$ cat config.mk
export PLATFORM = sky130hd
export DESIGN_NAME = acm_ctrl_top
export DESIGN_NICKNAME = d
export VERILOG_FILES = /design/src/verilog/acm_pkg.sv /design/src/verilog/acm_reg_if.sv /design/src/verilog/acm_spi_slave.sv /design/src/verilog/acm_ctrl_top.sv
export VERILOG_INCLUDE_DIRS = /design/src /design/src/verilog
export SDC_FILE = /design/constraint.sdc
export NUM_CORES = 1
export LEC_CHECK = 0
export BUFFER_PORTS_ARGS = -buffer_cell sky130_fd_sc_hd__buf_2
export CAP_MARGIN = 20
export CELL_PAD_IN_SITES_DETAIL_PLACEMENT = 1
export CELL_PAD_IN_SITES_GLOBAL_PLACEMENT = 1
export CORE_UTILIZATION = 45
export CTS_CLUSTER_DIAMETER = 50
export DETAILED_ROUTE_END_ITERATION = 8
export PLACE_DENSITY_LB_ADDON = 0.1
export SKIP_CTS_REPAIR_TIMING = 1
export SKIP_LAST_GASP = 1
export SYNTH_ARGS = -nofsm -noshare
export SYNTH_HDL_FRONTEND = slang
export SYNTH_SLANG_ARGS = --single-unit
$ cat constraint.sdc
create_clock -name clk_sys -period 3 [get_ports clk_sys]
set_clock_uncertainty 0.1 [all_clocks]
set_input_delay 0.6 -clock clk_sys [delete_from_list [all_inputs] [get_ports clk_sys]]
set_output_delay 0.6 -clock clk_sys [all_outputs]
set_load 0.01 [all_outputs]
$ cat src/verilog/acm_params.svh
/*
 * constants of the converter mode and status control: timing, register
 * addresses, field positions and reset values.
 * assumes a single 10 MHz system clock.
 */
`ifndef ACM_PARAMS_SVH
`define ACM_PARAMS_SVH

// clock and timing
`define ACM_CLK_PERIOD_NS   100
`define ACM_BOOT_TIME_NS    20000
`define ACM_STARTUP_TIME_NS 100000
`define ACM_BOOT_CYCLES \
    ((`ACM_BOOT_TIME_NS + `ACM_CLK_PERIOD_NS - 1) / `ACM_CLK_PERIOD_NS)
`define ACM_STARTUP_CYCLES \
    ((`ACM_STARTUP_TIME_NS + `ACM_CLK_PERIOD_NS - 1) / `ACM_CLK_PERIOD_NS)

// register addresses on the serial port
`define ACM_ADDR_CTRL   4'h0
`define ACM_ADDR_RESULT 4'h1
`define ACM_ADDR_EXC    4'h2

// control word fields
`define ACM_NEG_LSB  12
`define ACM_POS_LSB  8
`define ACM_CNT_LSB  6
`define ACM_RDY_BIT  5
`define ACM_OV_BIT   4
`define ACM_MODE_LSB 0

// excitation configuration fields
`define ACM_B_SLP_BIT   15
`define ACM_B_CUR_LSB   12
`define ACM_B_EN_BIT    11
`define ACM_B_ROUTE_LSB 8
`define ACM_A_SLP_BIT   7
`define ACM_A_CUR_LSB   4
`define ACM_A_EN_BIT    3
`define ACM_A_ROUTE_LSB 0
`define ACM_EXC_MASK    16'hBFBF

// reset values
`define ACM_NEG_RESET  4'h4
`define ACM_POS_RESET  4'h0
`define ACM_CNT_RESET  2'h0
`define ACM_RDY_RESET  1'b1
`define ACM_OV_RESET   1'b0
`define ACM_EXC_RESET  16'h0000

`endif

$ cat src/verilog/acm_pkg.sv
/*
 * types and helper functions of the converter mode and status control.
 * assumes acm_params.svh is on the include path.
 */
`include "acm_params.svh"

package acm_pkg;

    typedef enum logic [3:0] {
        MODE_IDLE        = 4'h0,
        MODE_SLEEP       = 4'h1,
        MODE_SINGLE      = 4'h2,
        MODE_CONT        = 4'h3,
        MODE_CHOPPED_CONVERSION_SINGLE = 4'h4,
        MODE_CHOPPED_CONVERSION_CONT   = 4'h5,
        MODE_IEX_SINGLE  = 4'h6,
        MODE_IEX_CONT    = 4'h7,
        MODE_CAL_OFFSET  = 4'hC,
        MODE_CAL_GAIN    = 4'hD,
        MODE_BOOT        = 4'hF
    } acm_mode_t;

    typedef enum logic [3:0] {
        INPUT_ONE_POS = 4'h0, INPUT_ONE_NEG = 4'h1,
        INPUT_TWO_POS = 4'h2, INPUT_TWO_NEG = 4'h3,
        INPUT_THREE_POS = 4'h4, INPUT_THREE_NEG = 4'h5,
        INPUT_FOUR_POS = 4'h6, INPUT_FOUR_NEG = 4'h7,
        INTERNAL_REFERENCE = 4'h8, ANALOG_NEG_SUPPLY = 4'h9,
        REFERENCE_POS_PIN = 4'hA, REFERENCE_NEG_PIN = 4'hB,
        TEMP_NODE_POS = 4'hC, TEMP_NODE_NEG = 4'hD,
        ANALOG_POS_SUPPLY = 4'hE, COMMON_MODE_NODE = 4'hF
    } acm_input_t;

    typedef enum logic [2:0] {
        OP_BOOT  = 3'b000,
        OP_IDLE  = 3'b001,
        OP_SLEEP = 3'b010,
        OP_WAKE  = 3'b011,
        OP_CONV  = 3'b100
    } acm_op_t;

    typedef struct packed {
        logic [1:0]  sck_s;
        logic [1:0]  cs_s;
        logic [1:0]  sdi_s;
        logic        sck_d;
        logic [5:0]  bit_cnt;
        logic [7:0]  cmd;
        logic [23:0] shift;
        logic        req_valid;
        logic        wr_valid;
    } acm_serial_t;

    typedef struct packed {
        acm_op_t     op;
        acm_mode_t   mode;
        logic [11:0] timer;
        logic [1:0]  phase;
        logic        chopped_conversion_phase;
        logic        start;
        logic        pwr_dn;
        logic [3:0]  neg_sel;
        logic [3:0]  pos_sel;
        logic [1:0]  rdy_cnt;
        logic        rdy_n;
        logic        ov;
        logic [23:0] result;
        logic [15:0] exc;
        logic        a_on;
        logic [1:0]  a_cur;
        logic [2:0]  a_route;
        logic        b_on;
        logic [1:0]  b_cur;
        logic [2:0]  b_route;
    } acm_core_t;

    // data bytes carried by a register after the command byte
    function automatic logic [1:0] reg_bytes(input logic [3:0] addr,
                                             input logic       wide);
        reg_bytes = (wide && (addr == 4'h1 || addr >= 4'h8)) ? 2'd3 : 2'd2;
    endfunction : reg_bytes

    // codes the host may write into the mode field
    function automatic logic mode_legal(input logic [3:0] m);
        mode_legal = (m <= 4'h7) || m == 4'hC || m == 4'hD;
    endfunction : mode_legal

    // conversion phases that make one result
    function automatic logic [1:0] chopped_conversion_phases(input acm_mode_t m);
        case (m)
            MODE_CHOPPED_CONVERSION_SINGLE, MODE_IEX_SINGLE: chopped_conversion_phases = 2'd2;
            MODE_CHOPPED_CONVERSION_CONT, MODE_IEX_CONT:     chopped_conversion_phases = 2'd3;
            default:                           chopped_conversion_phases = 2'd1;
        endcase
    endfunction : chopped_conversion_phases

    // places a raw 24-bit result in the register format of the variant
    function automatic logic [23:0] fmt_result(input logic [23:0] d,
                                               input int          res);
        if (res == 16) begin
            fmt_result = {8'h00, d[23:8]};
        end else if (res == 20) begin
            fmt_result = {d[23:4], 4'h0};
        end else begin
            fmt_result = d;
        end
    endfunction : fmt_result

endpackage : acm_pkg

$ cat src/verilog/acm_reg_if.sv
/*
 * register request carrier between the serial front end and the core.
 * assumes both ends run on clk_sys.
 */
`timescale 1ns/1ps

interface acm_reg_if;
    logic        req_valid;
    logic        req_read;
    logic [3:0]  req_addr;
    logic [23:0] rd_data;
    logic        wr_valid;
    logic [3:0]  wr_addr;
    logic [23:0] wr_data;

    modport serial (output req_valid, req_read, req_addr,
                    output wr_valid, wr_addr, wr_data, input rd_data);
    modport core   (input req_valid, req_read, req_addr,
                    input wr_valid, wr_addr, wr_data, output rd_data);
endinterface : acm_reg_if

$ cat src/verilog/acm_spi_slave.sv
/*
 * serial register port: oversamples sck, cs_n and sdi, collects the
 * command byte and data bytes msb first, issues read and write requests.
 * assumes sck runs at most at clk_sys / 10.
 */
`timescale 1ns/1ps

module acm_spi_slave #(
    parameter logic WIDE = 1'b1
) (
    input  logic     clk_sys,
    input  logic     rst_n,
    input  logic     sck,
    input  logic     cs_n,
    input  logic     sdi,
    output logic     sdo,
    output logic     sdo_oe,
    acm_reg_if.serial bus
);
    import acm_pkg::*;

    acm_serial_t s;
    acm_serial_t next_s;
    logic        fall;
    logic        rise;
    logic [1:0]  nbytes;
    logic [5:0]  last;

    localparam acm_serial_t SER_RESET = '{sck_s: 2'b00, cs_s: 2'b11,
        sdi_s: 2'b00, sck_d: 1'b0, bit_cnt: 6'h00, cmd: 8'h00,
        shift: 24'h00_0000, req_valid: 1'b0, wr_valid: 1'b0};

    // sample edges, shift command and data bits
    always_comb begin
        next_s           = s;
        next_s.sck_s     = {s.sck_s[0], sck};
        next_s.cs_s      = {s.cs_s[0], cs_n};
        next_s.sdi_s     = {s.sdi_s[0], sdi};
        next_s.sck_d     = s.sck_s[1];
        next_s.req_valid = 1'b0;
        next_s.wr_valid  = 1'b0;
        fall   = s.sck_d && !s.sck_s[1];
        rise   = !s.sck_d && s.sck_s[1];
        nbytes = reg_bytes(s.cmd[3:0], WIDE);
        last   = 6'({nbytes, 3'b000}) + 6'd8;
        if (s.cs_s[1]) begin
            next_s.bit_cnt = 6'h00;
        end else begin
            if (s.req_valid && s.cmd[7]) begin
                next_s.shift = (nbytes == 2'd2)
                    ? {bus.rd_data[15:0], 8'h00} : bus.rd_data;
            end
            if (fall && s.bit_cnt < 6'd8) begin
                next_s.cmd       = {s.cmd[6:0], s.sdi_s[1]};
                next_s.bit_cnt   = s.bit_cnt + 6'd1;
                next_s.req_valid = (s.bit_cnt == 6'd7);
            end else if (fall && s.bit_cnt < last) begin
                next_s.bit_cnt = s.bit_cnt + 6'd1;
                if (!s.cmd[7]) begin
                    next_s.shift    = {s.shift[22:0], s.sdi_s[1]};
                    next_s.wr_valid = (s.bit_cnt + 6'd1 == last);
                end
            end
            if (rise && s.cmd[7] && s.bit_cnt >= 6'd9 && s.bit_cnt < last)
            begin
                next_s.shift = {s.shift[22:0], 1'b0};
            end
        end
    end

    // state register
    always_ff @(posedge clk_sys) begin
        if (!rst_n) begin
            s <= SER_RESET;
        end else begin
            s <= next_s;
        end
    end

    // request and answer wiring
    assign bus.req_valid = s.req_valid;
    assign bus.req_read  = s.cmd[7];
    assign bus.req_addr  = s.cmd[3:0];
    assign bus.wr_valid  = s.wr_valid;
    assign bus.wr_addr   = s.cmd[3:0];
    assign bus.wr_data   = (nbytes == 2'd2) ? {8'h00, s.shift[15:0]}
                                            : s.shift;
    assign sdo           = s.shift[23];
    assign sdo_oe        = !s.cs_s[1];
endmodule : acm_spi_slave

$ cat src/verilog/acm_ctrl_top.sv
/*
 * converter mode and status control: control word, result register,
 * excitation source configuration and the operation state machine.
 * assumes a conversion core on clk_sys that answers conv_start with a
 * one-cycle conv_done, and a host on the serial register port.
 */
`timescale 1ns/1ps
`include "acm_params.svh"

module acm_ctrl_top #(
    parameter int RESOLUTION = 24
) (
    input  logic               clk_sys,
    input  logic               rst_n,
    input  logic               spi_sck,
    input  logic               spi_cs_n,
    input  logic               spi_sdi,
    output logic               spi_sdo,
    output logic               spi_sdo_oe,
    input  logic               auto_sleep,
    input  logic               conv_done,
    input  logic [23:0]        conv_data,
    input  logic               conv_overflow,
    output logic               conv_start,
    output logic               conv_chopped_conversion,
    output logic               conv_use_offset,
    output logic               conv_cal_offset,
    output logic               conv_cal_gain,
    output logic               chopped_conversion_phase,
    output logic               analog_power_down,
    output acm_pkg::acm_input_t pos_input_select,
    output acm_pkg::acm_input_t neg_input_select,
    output logic               data_ready_n,
    output logic               src_a_on,
    output logic [1:0]         src_a_current,
    output logic [2:0]         src_a_route,
    output logic               src_b_on,
    output logic [1:0]         src_b_current,
    output logic [2:0]         src_b_route
);
    import acm_pkg::*;

    localparam logic WIDE = (RESOLUTION != 16);
    localparam logic [11:0] BOOT_LAST = 12'(`ACM_BOOT_CYCLES - 1);
    localparam logic [11:0] WAKE_LAST = 12'(`ACM_STARTUP_CYCLES - 1);

    localparam acm_core_t CORE_RESET = '{op: OP_BOOT, mode: MODE_BOOT,
        timer: BOOT_LAST, phase: 2'd0, chopped_conversion_phase: 1'b0, start: 1'b0,
        pwr_dn: 1'b1, neg_sel: `ACM_NEG_RESET, pos_sel: `ACM_POS_RESET,
        rdy_cnt: `ACM_CNT_RESET, rdy_n: `ACM_RDY_RESET,
        ov: `ACM_OV_RESET, result: 24'h00_0000, exc: `ACM_EXC_RESET,
        a_on: 1'b0, a_cur: 2'd0, a_route: 3'd0,
        b_on: 1'b0, b_cur: 2'd0, b_route: 3'd0};

    acm_reg_if bus ();

    acm_core_t   s;
    acm_core_t   next_s;
    logic        store;
    logic        read_clr;
    logic        ctrl_wr;
    logic        mode_act;
    logic        powered_down;
    logic        iex_swap;
    logic [3:0]  wmode;
    logic [1:0]  phase_next;
    logic [15:0] ctrl_word;

    // serial register port
    acm_spi_slave #(
        .WIDE (WIDE)
    ) u_serial (
        .clk_sys (clk_sys),
        .rst_n   (rst_n),
        .sck     (spi_sck),
        .cs_n    (spi_cs_n),
        .sdi     (spi_sdi),
        .sdo     (spi_sdo),
        .sdo_oe  (spi_sdo_oe),
        .bus     (bus.serial)
    );

    // control word as read back
    assign ctrl_word = {s.neg_sel, s.pos_sel, s.rdy_cnt, s.rdy_n, s.ov,
                        s.mode};

    // read data for the addressed register, unmapped reads give zero
    always_comb begin
        case (bus.req_addr)
            `ACM_ADDR_CTRL:   bus.rd_data = {8'h00, ctrl_word};
            `ACM_ADDR_RESULT: bus.rd_data = s.result;
            `ACM_ADDR_EXC:    bus.rd_data = {8'h00, s.exc};
            default:          bus.rd_data = 24'h00_0000;
        endcase
    end

    // next state: registers, mode machine, result capture
    always_comb begin
        next_s       = s;
        next_s.start = 1'b0;
        store        = 1'b0;
        read_clr     = bus.req_valid && bus.req_read
                       && bus.req_addr == `ACM_ADDR_RESULT;
        ctrl_wr      = bus.wr_valid && bus.wr_addr == `ACM_ADDR_CTRL;
        wmode        = bus.wr_data[`ACM_MODE_LSB +: 4];
        powered_down = s.op == OP_SLEEP
                       || (s.op == OP_IDLE && auto_sleep);
        phase_next   = s.phase + 2'd1;
        mode_act     = ctrl_wr && s.op != OP_BOOT && mode_legal(wmode)
                       && wmode != s.mode;
        iex_swap     = (s.mode == MODE_IEX_SINGLE
                        || s.mode == MODE_IEX_CONT) && s.chopped_conversion_phase;

        // selectors and excitation configuration
        if (ctrl_wr) begin
            next_s.neg_sel = bus.wr_data[`ACM_NEG_LSB +: 4];
            next_s.pos_sel = bus.wr_data[`ACM_POS_LSB +: 4];
        end
        if (bus.wr_valid && bus.wr_addr == `ACM_ADDR_EXC) begin
            next_s.exc = bus.wr_data[15:0] & `ACM_EXC_MASK;
        end

        // operation state machine
        case (s.op)
            OP_BOOT: begin
                if (s.timer == 12'd0) begin
                    next_s.op   = OP_IDLE;
                    next_s.mode = MODE_IDLE;
                end else begin
                    next_s.timer = s.timer - 12'd1;
                end
            end
            OP_IDLE, OP_SLEEP: begin
                next_s.phase = 2'd0;
            end
            OP_WAKE: begin
                if (s.timer == 12'd0) begin
                    next_s.op    = OP_CONV;
                    next_s.start = 1'b1;
                end else begin
                    next_s.timer = s.timer - 12'd1;
                end
            end
            OP_CONV: begin
                if (conv_done && phase_next == chopped_conversion_phases(s.mode)) begin
                    store = s.mode != MODE_CAL_OFFSET
                            && s.mode != MODE_CAL_GAIN;
                    next_s.phase      = 2'd0;
                    next_s.chopped_conversion_phase = 1'b0;
                    case (s.mode)
                        MODE_CONT, MODE_CHOPPED_CONVERSION_CONT, MODE_IEX_CONT: begin
                            next_s.start = 1'b1;
                        end
                        default: begin
                            next_s.op   = OP_IDLE;
                            next_s.mode = MODE_IDLE;
                        end
                    endcase
                end else if (conv_done) begin
                    next_s.phase      = phase_next;
                    next_s.chopped_conversion_phase = ~s.chopped_conversion_phase;
                    next_s.start      = 1'b1;
                end
            end
            default: begin
                next_s.op = OP_IDLE;
            end
        endcase

        // a host write of a new mode takes over the machine
        if (mode_act) begin
            next_s.mode       = acm_mode_t'(wmode);
            next_s.phase      = 2'd0;
            next_s.chopped_conversion_phase = 1'b0;
            if (wmode == MODE_IDLE) begin
                next_s.op = OP_IDLE;
            end else if (wmode == MODE_SLEEP) begin
                next_s.op = OP_SLEEP;
            end else if (powered_down) begin
                next_s.op    = OP_WAKE;
                next_s.timer = WAKE_LAST;
            end else begin
                next_s.op    = OP_CONV;
                next_s.start = 1'b1;
            end
        end

        // result capture wins over a read in the same cycle
        if (store) begin
            next_s.result  = fmt_result(conv_data, RESOLUTION);
            next_s.rdy_cnt = s.rdy_cnt + 2'd1;
            next_s.rdy_n   = 1'b0;
            next_s.ov      = conv_overflow;
        end else if (read_clr) begin
            next_s.rdy_n = 1'b1;
            next_s.ov    = 1'b0;
        end

        // excitation sources, routes swapped in the second chopped_conversion phase of the IEX modes only
        next_s.pwr_dn  = powered_down;
        next_s.a_cur   = s.exc[`ACM_A_CUR_LSB +: 2];
        next_s.b_cur   = s.exc[`ACM_B_CUR_LSB +: 2];
        next_s.a_route = iex_swap ? s.exc[`ACM_B_ROUTE_LSB +: 3]
                                  : s.exc[`ACM_A_ROUTE_LSB +: 3];
        next_s.b_route = iex_swap ? s.exc[`ACM_A_ROUTE_LSB +: 3]
                                  : s.exc[`ACM_B_ROUTE_LSB +: 3];
        next_s.a_on    = s.exc[`ACM_A_EN_BIT]
                         && !(powered_down && s.exc[`ACM_A_SLP_BIT]);
        next_s.b_on    = s.exc[`ACM_B_EN_BIT]
                         && !(powered_down && s.exc[`ACM_B_SLP_BIT]);
    end

    // state register
    always_ff @(posedge clk_sys) begin
        if (!rst_n) begin
            s <= CORE_RESET;
        end else begin
            s <= next_s;
        end
    end

    // outputs toward the conversion core and the analog block
    assign conv_start        = s.start;
    assign conv_chopped_conversion         = s.mode inside {MODE_CHOPPED_CONVERSION_SINGLE,
        MODE_CHOPPED_CONVERSION_CONT, MODE_IEX_SINGLE, MODE_IEX_CONT};
    assign conv_use_offset   = s.mode == MODE_SINGLE
                               || s.mode == MODE_CONT;
    assign conv_cal_offset   = s.mode == MODE_CAL_OFFSET;
    assign conv_cal_gain     = s.mode == MODE_CAL_GAIN;
    assign chopped_conversion_phase        = s.chopped_conversion_phase;
    assign analog_power_down = s.pwr_dn;
    assign pos_input_select  = acm_input_t'(s.pos_sel);
    assign neg_input_select  = acm_input_t'(s.neg_sel);
    assign data_ready_n      = s.rdy_n;
    assign src_a_on          = s.a_on;
    assign src_a_current     = s.a_cur;
    assign src_a_route       = s.a_route;
    assign src_b_on          = s.b_on;
    assign src_b_current     = s.b_cur;
    assign src_b_route       = s.b_route;
endmodule : acm_ctrl_top

==> results.md, run 1 <==
- Initial antenna violation count: 0
- Leakage power: 3.25 nW
- Status: finished, final reports clean
- Worst Path Required: 3.16 ns
- Post-DRT Antenna Nets: 0
- Core ar.: 14100 um^2
- CTS tree: done
- Setup ws final: 0.240 ns
- Final Wtd Congestion: 0.836
- Hold EP: u_serial.next_s[44]
- Synth Register Bits: 133
- R2R setup slack: 0.24 ns
- Ant diodes: 0
- Pwr Total: 4.12 mW
- Clock period minus worst slack: 2.76 ns
- Synth Area per Inst: 8.72 um^2
- Synthesized Nets: 798
- Clock buffer depth: 2
- Slew headroom: 0.436
- Count leader, synth: dfxtp_1
- # rows: 43
- Met1 Use GR: 0.342
- Clock transition at path regs: 0.06 ns
- WHS Path Cells: 2
- Max-Cap Viols: 0
- Die span in y: 123 um
- Critical path launch point type: flop
- Post-synth EDFFs: 0
- CP max FO: 15
- Tightest Pin Transition: 0.847 ns
- Wire length per cell: 19.2 um
- HPWL after DPL: 12800 um
- VDD IR-drop max: 526 uV
- Fin. max-slew vios: 0
- Share of cells above drive strength 1: 0.172
- PwrDens: 547 nW/um^2
- Sink Count: 133
- First-pass GRT wire length: 29600 um
- Pin count of the biggest net entering global routing: 50
- Critical path class: reg2reg
- Worst reg2reg endpoint: u_serial.s[7]
- GRT Util Overall: 0.259
- Starting Density: 0.468
- RSZ-0062 raised after global routing: no
- Buffers on Ports: 61
- Biggest area consumer among synthesized cells: dfxtp_1
- Worst setup EP type: flop
- Area share of the largest cell type after synthesis: 0.402
- Ys flop type: dfxtp_1
- Post-synth ARST share: 0
- DR pass1 iterations: 4
- Sequential element share of the synthesized area: 0.402
- CTS H-tree lvls: 4
- Cell variety after synth: 64
- Arrival time worst endpoint: 2.92 ns
- Drt initial violations: 369
- DIE AREA: 15200 um^2
- R2R cell count: 7
- Worst min path class: in2reg
- Most frequent cells after synthesis: dfxtp_1 (133), nor2_1 (97), mux2i_1 (70)
- Dpl ws: 0.251 ns
- Final setup vio count: 0
- Vias in the first global route: 5567
- DRT Wirelength: 18700 um
- Later-pin clock latency in the skew report: 0.42 ns
- Met2 Resource Use GR: 0.415
- CTS Buf Count: 17
- Die width: 123 um
- Vias: 5584
- Main area contributors after synthesis: dfxtp_1 (40%), mux2i_1 (11%), nor2_1 (5.5%)
- Final Non-Filler Cells: 972
- Nets: 817
- Max frequency: 362 MHz
- GR peak layer: met2
- Worst hold slack: 0.258 ns
- GR Overflow Total: 0
- Sum of negative setup slack: 0 ns
- Post-Synthesis Cells: 760
- Area growth syn-to-layout: 13.6%
- DP Cell Count: 940
- Num ports: 62
- Crit share post-route: 0.920
- M3 GR Usage: 0.0563
- Syn. warnings: 0
- Reg-to-reg critical path startpoint: u_serial.bus.req_addr[2]
- Post-Syn Area: 6630 um^2
- DRC Markers: 0
- CTS Root Cell: clkbuf_16
- HP Start: spi_cs_n
- Avg Vias per Cell: 5.74
- Hold Violations, Final: 0
## critical path, cell delays in order, from the launching register on
cell	delay [ns]
dfxtp_1	0.34
nor3b_2	0.31
nor2_1	0.16
ha_1	0.33
a21o_1	0.21
or2_1	0.23
or2_1	0.69
o211ai_1	0.22
## how the worst max path moves through the flow
stage                        startpoint             end
5_1_grt        u_serial.bus.req_addr[2]   u_serial.s[7]
6_report       u_serial.bus.req_addr[2]   u_serial.s[7]
3_5_place_dp   u_serial.bus.req_addr[2]   u_serial.s[6]
4_1_cts        u_serial.bus.req_addr[2]   u_serial.s[7]
3_3_place_gp   u_serial.bus.req_addr[2]   u_serial.s[4]
2_1_floorplan  u_serial.bus.req_addr[1]  u_serial.s[10]
## state kept, by name (all words and copies together), names as in the netlist, 2 cells and up
register / count
u_serial.s: 35
u_serial.bus.req_addr: 4
pos_input_select: 4
neg_input_select: 4
src_a_current: 2
s: 51
src_b_current: 2
ctrl_word: 7
src_b_route: 3
src_a_route: 3
next_s: 4
u_serial.next_s: 4
## where the power goes
part           internal, mW  total (mW)  switching (mW)
clock                  1.43        2.24           0.805
combinational        0.0337      0.0981          0.0643
sequential             1.78        1.78         0.00601
## routing by layer
layer	up-vias	routed length, um
li1	2720	-
met1	2727	8620
met2	117	8820
met3	20	963
met4	0	291
met5	-	0
## area by class of cell
type / instances / area (um^2)
clock inverters: 12 / 178
inverters: 23 / 86.3
multi-input cells: 525 / 3480
repair buffers: 79 / 440
fillers: 1659 / 6620
well taps: 180 / 225
clock buffers: 20 / 457
flip-flops and latches: 133 / 2660
## metrics by stage
step | cell area (um^2) | util
2_1_floorplan | 6630 | -
3_3_place_gp | 6890 | 0.487
3_5_place_dp | 6890 | 0.487
4_1_cts | 7530 | 0.532
5_1_grt | 7530 | 0.532
6_report | 7530 | 0.532
## kinds of logic (layout without fill, tap and decap cells)
kind of cell    after synthesis  in the layout  share of synthesized area
buf+inv                     102            134                     0.0736
simple gates                280            280                      0.212
flops                       133            133                      0.402
compound gates              153            153                      0.173
xor+xnor                     13             13                     0.0172
mux                          73             73                      0.111
fa+ha+maj                     6              6                     0.0113
## cell usage in the layout, fill, tap and decap left out, drive strengths merged, types with 5 or more instances in the layout
master,count
a211oi,12
a21oi,42
a22o,8
a31oi,5
and2,18
and3,13
buf,79
clkbuf,20
dfxtp,133
ha,6
inv,23
mux2i,70
nand2,36
nand2b,10
nand3,50
nand3b,12
nor2,97
nor2b,5
nor3,8
nor3b,5
o211ai,25
o21ai,17
o221ai,6
o22a,8
o22ai,8
or4,5
xnor2,9
Note: power is estimated with default switching activity, not from simulation.
==> run 2: changes to the inputs <==
--- a/config.mk
+++ b/config.mk
@@ -13,7 +13,7 @@
 export CORE_UTILIZATION = 45
 export CTS_CLUSTER_DIAMETER = 50
 export DETAILED_ROUTE_END_ITERATION = 8
-export PLACE_DENSITY_LB_ADDON = 0.1
+export PLACE_DENSITY = 0.79
 export SKIP_CTS_REPAIR_TIMING = 1
 export SKIP_LAST_GASP = 1
 export SYNTH_ARGS = -nofsm -noshare
==> results.md, run 2 (synthesis gave the netlist of run 1 again) <==
- Clock period minus worst slack: 2.77 ns
- End point of the critical path: u_serial.s[22]
- Starting Density: 0.468
- Most frequent cells in the layout: dfxtp_1 (133), nor2_1 (97), mux2i_1 (70)
- Setup ws final: 0.226 ns
- Num ports: 62
- R2R setup slack: 0.23 ns
- Critical-path cell list: nor3b_2 -> nor2_1 -> ha_1 -> a21o_1 -> or2_1 -> a311oi_2 -> o22ai_1
- Leakage power: 3.27 nW
- GR Overflow Total: 0
- Drt initial violations: 330
- Max-Cap Viols: 0
- CTS tree: done
- CTS Root Cell: clkbuf_16
- Final Wtd Congestion: 0.907
- Share of cells above drive strength 1: 0.169
- Arrival time worst endpoint: 2.97 ns
- Met1 Use GR: 0.327
- Wire length per cell: 19.7 um
- Max incr delay on CP: 0.63 ns
- CTS H-tree lvls: 4
- CP max FO: 8
- Vias: 5725
- Tightest Pin Transition: 0.784 ns
- Slew headroom: 0.473
- Critical path launch point type: flop
- Largest reg by FF count: s
- CTS Buf Count: 17
- Max frequency: 360 MHz
- Later-pin clock latency in the skew report: 0.44 ns
- Initial antenna violation count: 0
- Worst setup EP type: flop
- Sink Count: 133
- R2R cell count: 7
- VDD IR-drop max: 411 uV
- GRT Util Overall: 0.268
- Worst reg2reg endpoint: u_serial.s[22]
- Critical path class: reg2reg
- M3 GR Usage: 0.0586
- Fin. max-slew vios: 0
- Max FFs per register: 51
- HP Start: spi_cs_n
- Sum of negative setup slack: 0 ns
- DRT Wirelength: 19100 um
- Crit share post-route: 0.925
- Area growth syn-to-layout: 13.6%
- Die span in y: 123 um
- Pin count of the biggest net entering global routing: 63
- Vias in the first global route: 5954
- Status: finished, final reports clean
- CP startpoint: u_serial.bus.req_addr[2]
- Ant diodes: 0
- Met2 Resource Use GR: 0.450
- First-pass GRT wire length: 30800 um
- Die width: 123 um
- Hold Violations, Final: 0
- Post-DRT Antenna Nets: 0
- RSZ-0062 raised after global routing: no
- Avg Vias per Cell: 5.90
- Dpl ws: 0.257 ns
- CP max stage cell: a311oi_2
- DRC Markers: 0
- Clock transition at path regs: 0.06 ns
- Reg-to-reg critical path startpoint: u_serial.bus.req_addr[2]
- HPWL after DPL: 13000 um
- Final setup vio count: 0
- Clock buffer depth: 2
- PwrDens: 544 nW/um^2
- Buffers on Ports: 61
- # rows: 43
- Worst min path class: in2reg
- FILL cells: 1670
- Worst Path Required: 3.19 ns
- Most common cell after layout, fill and taps aside: dfxtp_1
- GR peak layer: met2
- Core ar.: 14100 um^2
- Nets: 816
- DIE AREA: 15200 um^2
- DR pass1 iterations: 7
run 2: cell count changes in the layout (fill, tap and decap cells not counted), sizes merged:
cell	before	now
buf	79	78
bufinv	4	3
clkbuf	20	25
clkinv	4	3
clkinvlp	4	1
run 2: area by class of cell:
cell class              instances  area (um^2)  area share
repair buffers                 78          445      0.0592
flip-flops and latches        133         2660       0.354
inverters                      23         86.3      0.0115
multi-input cells             525         3480       0.462
clock buffers                  25          515      0.0685
clock inverters                 7          116      0.0155
well taps                     180          225      0.0299
run 2: how the worst min path moves through the flow:
stage                                endpoint  slack, ns  cells after the start
after floorplan                u_serial.s[44]       0.29                      1
after global placement         u_serial.s[44]       0.29                      1
after detailed placement       u_serial.s[42]       0.33                      1
after CTS                 u_serial.next_s[44]       0.24                      2
after global routing      u_serial.next_s[44]       0.24                      2
final                     u_serial.next_s[44]       0.24                      2
run 2: power breakdown:
group / internal (mW) / switching, mW / total, mW
Sequential: 1.78 / 0.00616 / 1.78
Combinational: 0.0348 / 0.0654 / 0.100
Clock: 1.44 / 0.780 / 2.22
Total: 3.25 / 0.852 / 4.10
run 2: critical path: cells and delay by family (launching register included):
kind,cells,cell delay (ns)
AO/OA/AOI/OAI,3,1.05
AND/OR/NAND/NOR,3,0.79
flip-flops,1,0.35
adder cells (fa/ha/maj),1,0.35
run 2: metrics by stage:
| stage | instances | area, um^2 | power, mW | hold slack, ns | utilization |
|---|---|---|---|---|---|
| after floorplan | 760 | 6630 | 1.87 | 0.286 | - |
| after global placement | 939 | 6900 | 1.91 | 0.295 | 0.487 |
| after detailed placement | 939 | 6900 | 1.92 | 0.333 | 0.487 |
| after CTS | 971 | 7530 | 4.13 | 0.236 | 0.532 |
| after global routing | 971 | 7530 | 4.22 | 0.241 | 0.532 |
| final | 971 | 7530 | 4.10 | 0.242 | 0.532 |
run 2: metal layers:
layer / vias up / wire length, um
li1: 2717 / -
met1: 2846 / 8600
met2: 124 / 9160
met3: 38 / 807
met4: 0 / 559
met5: - / 0
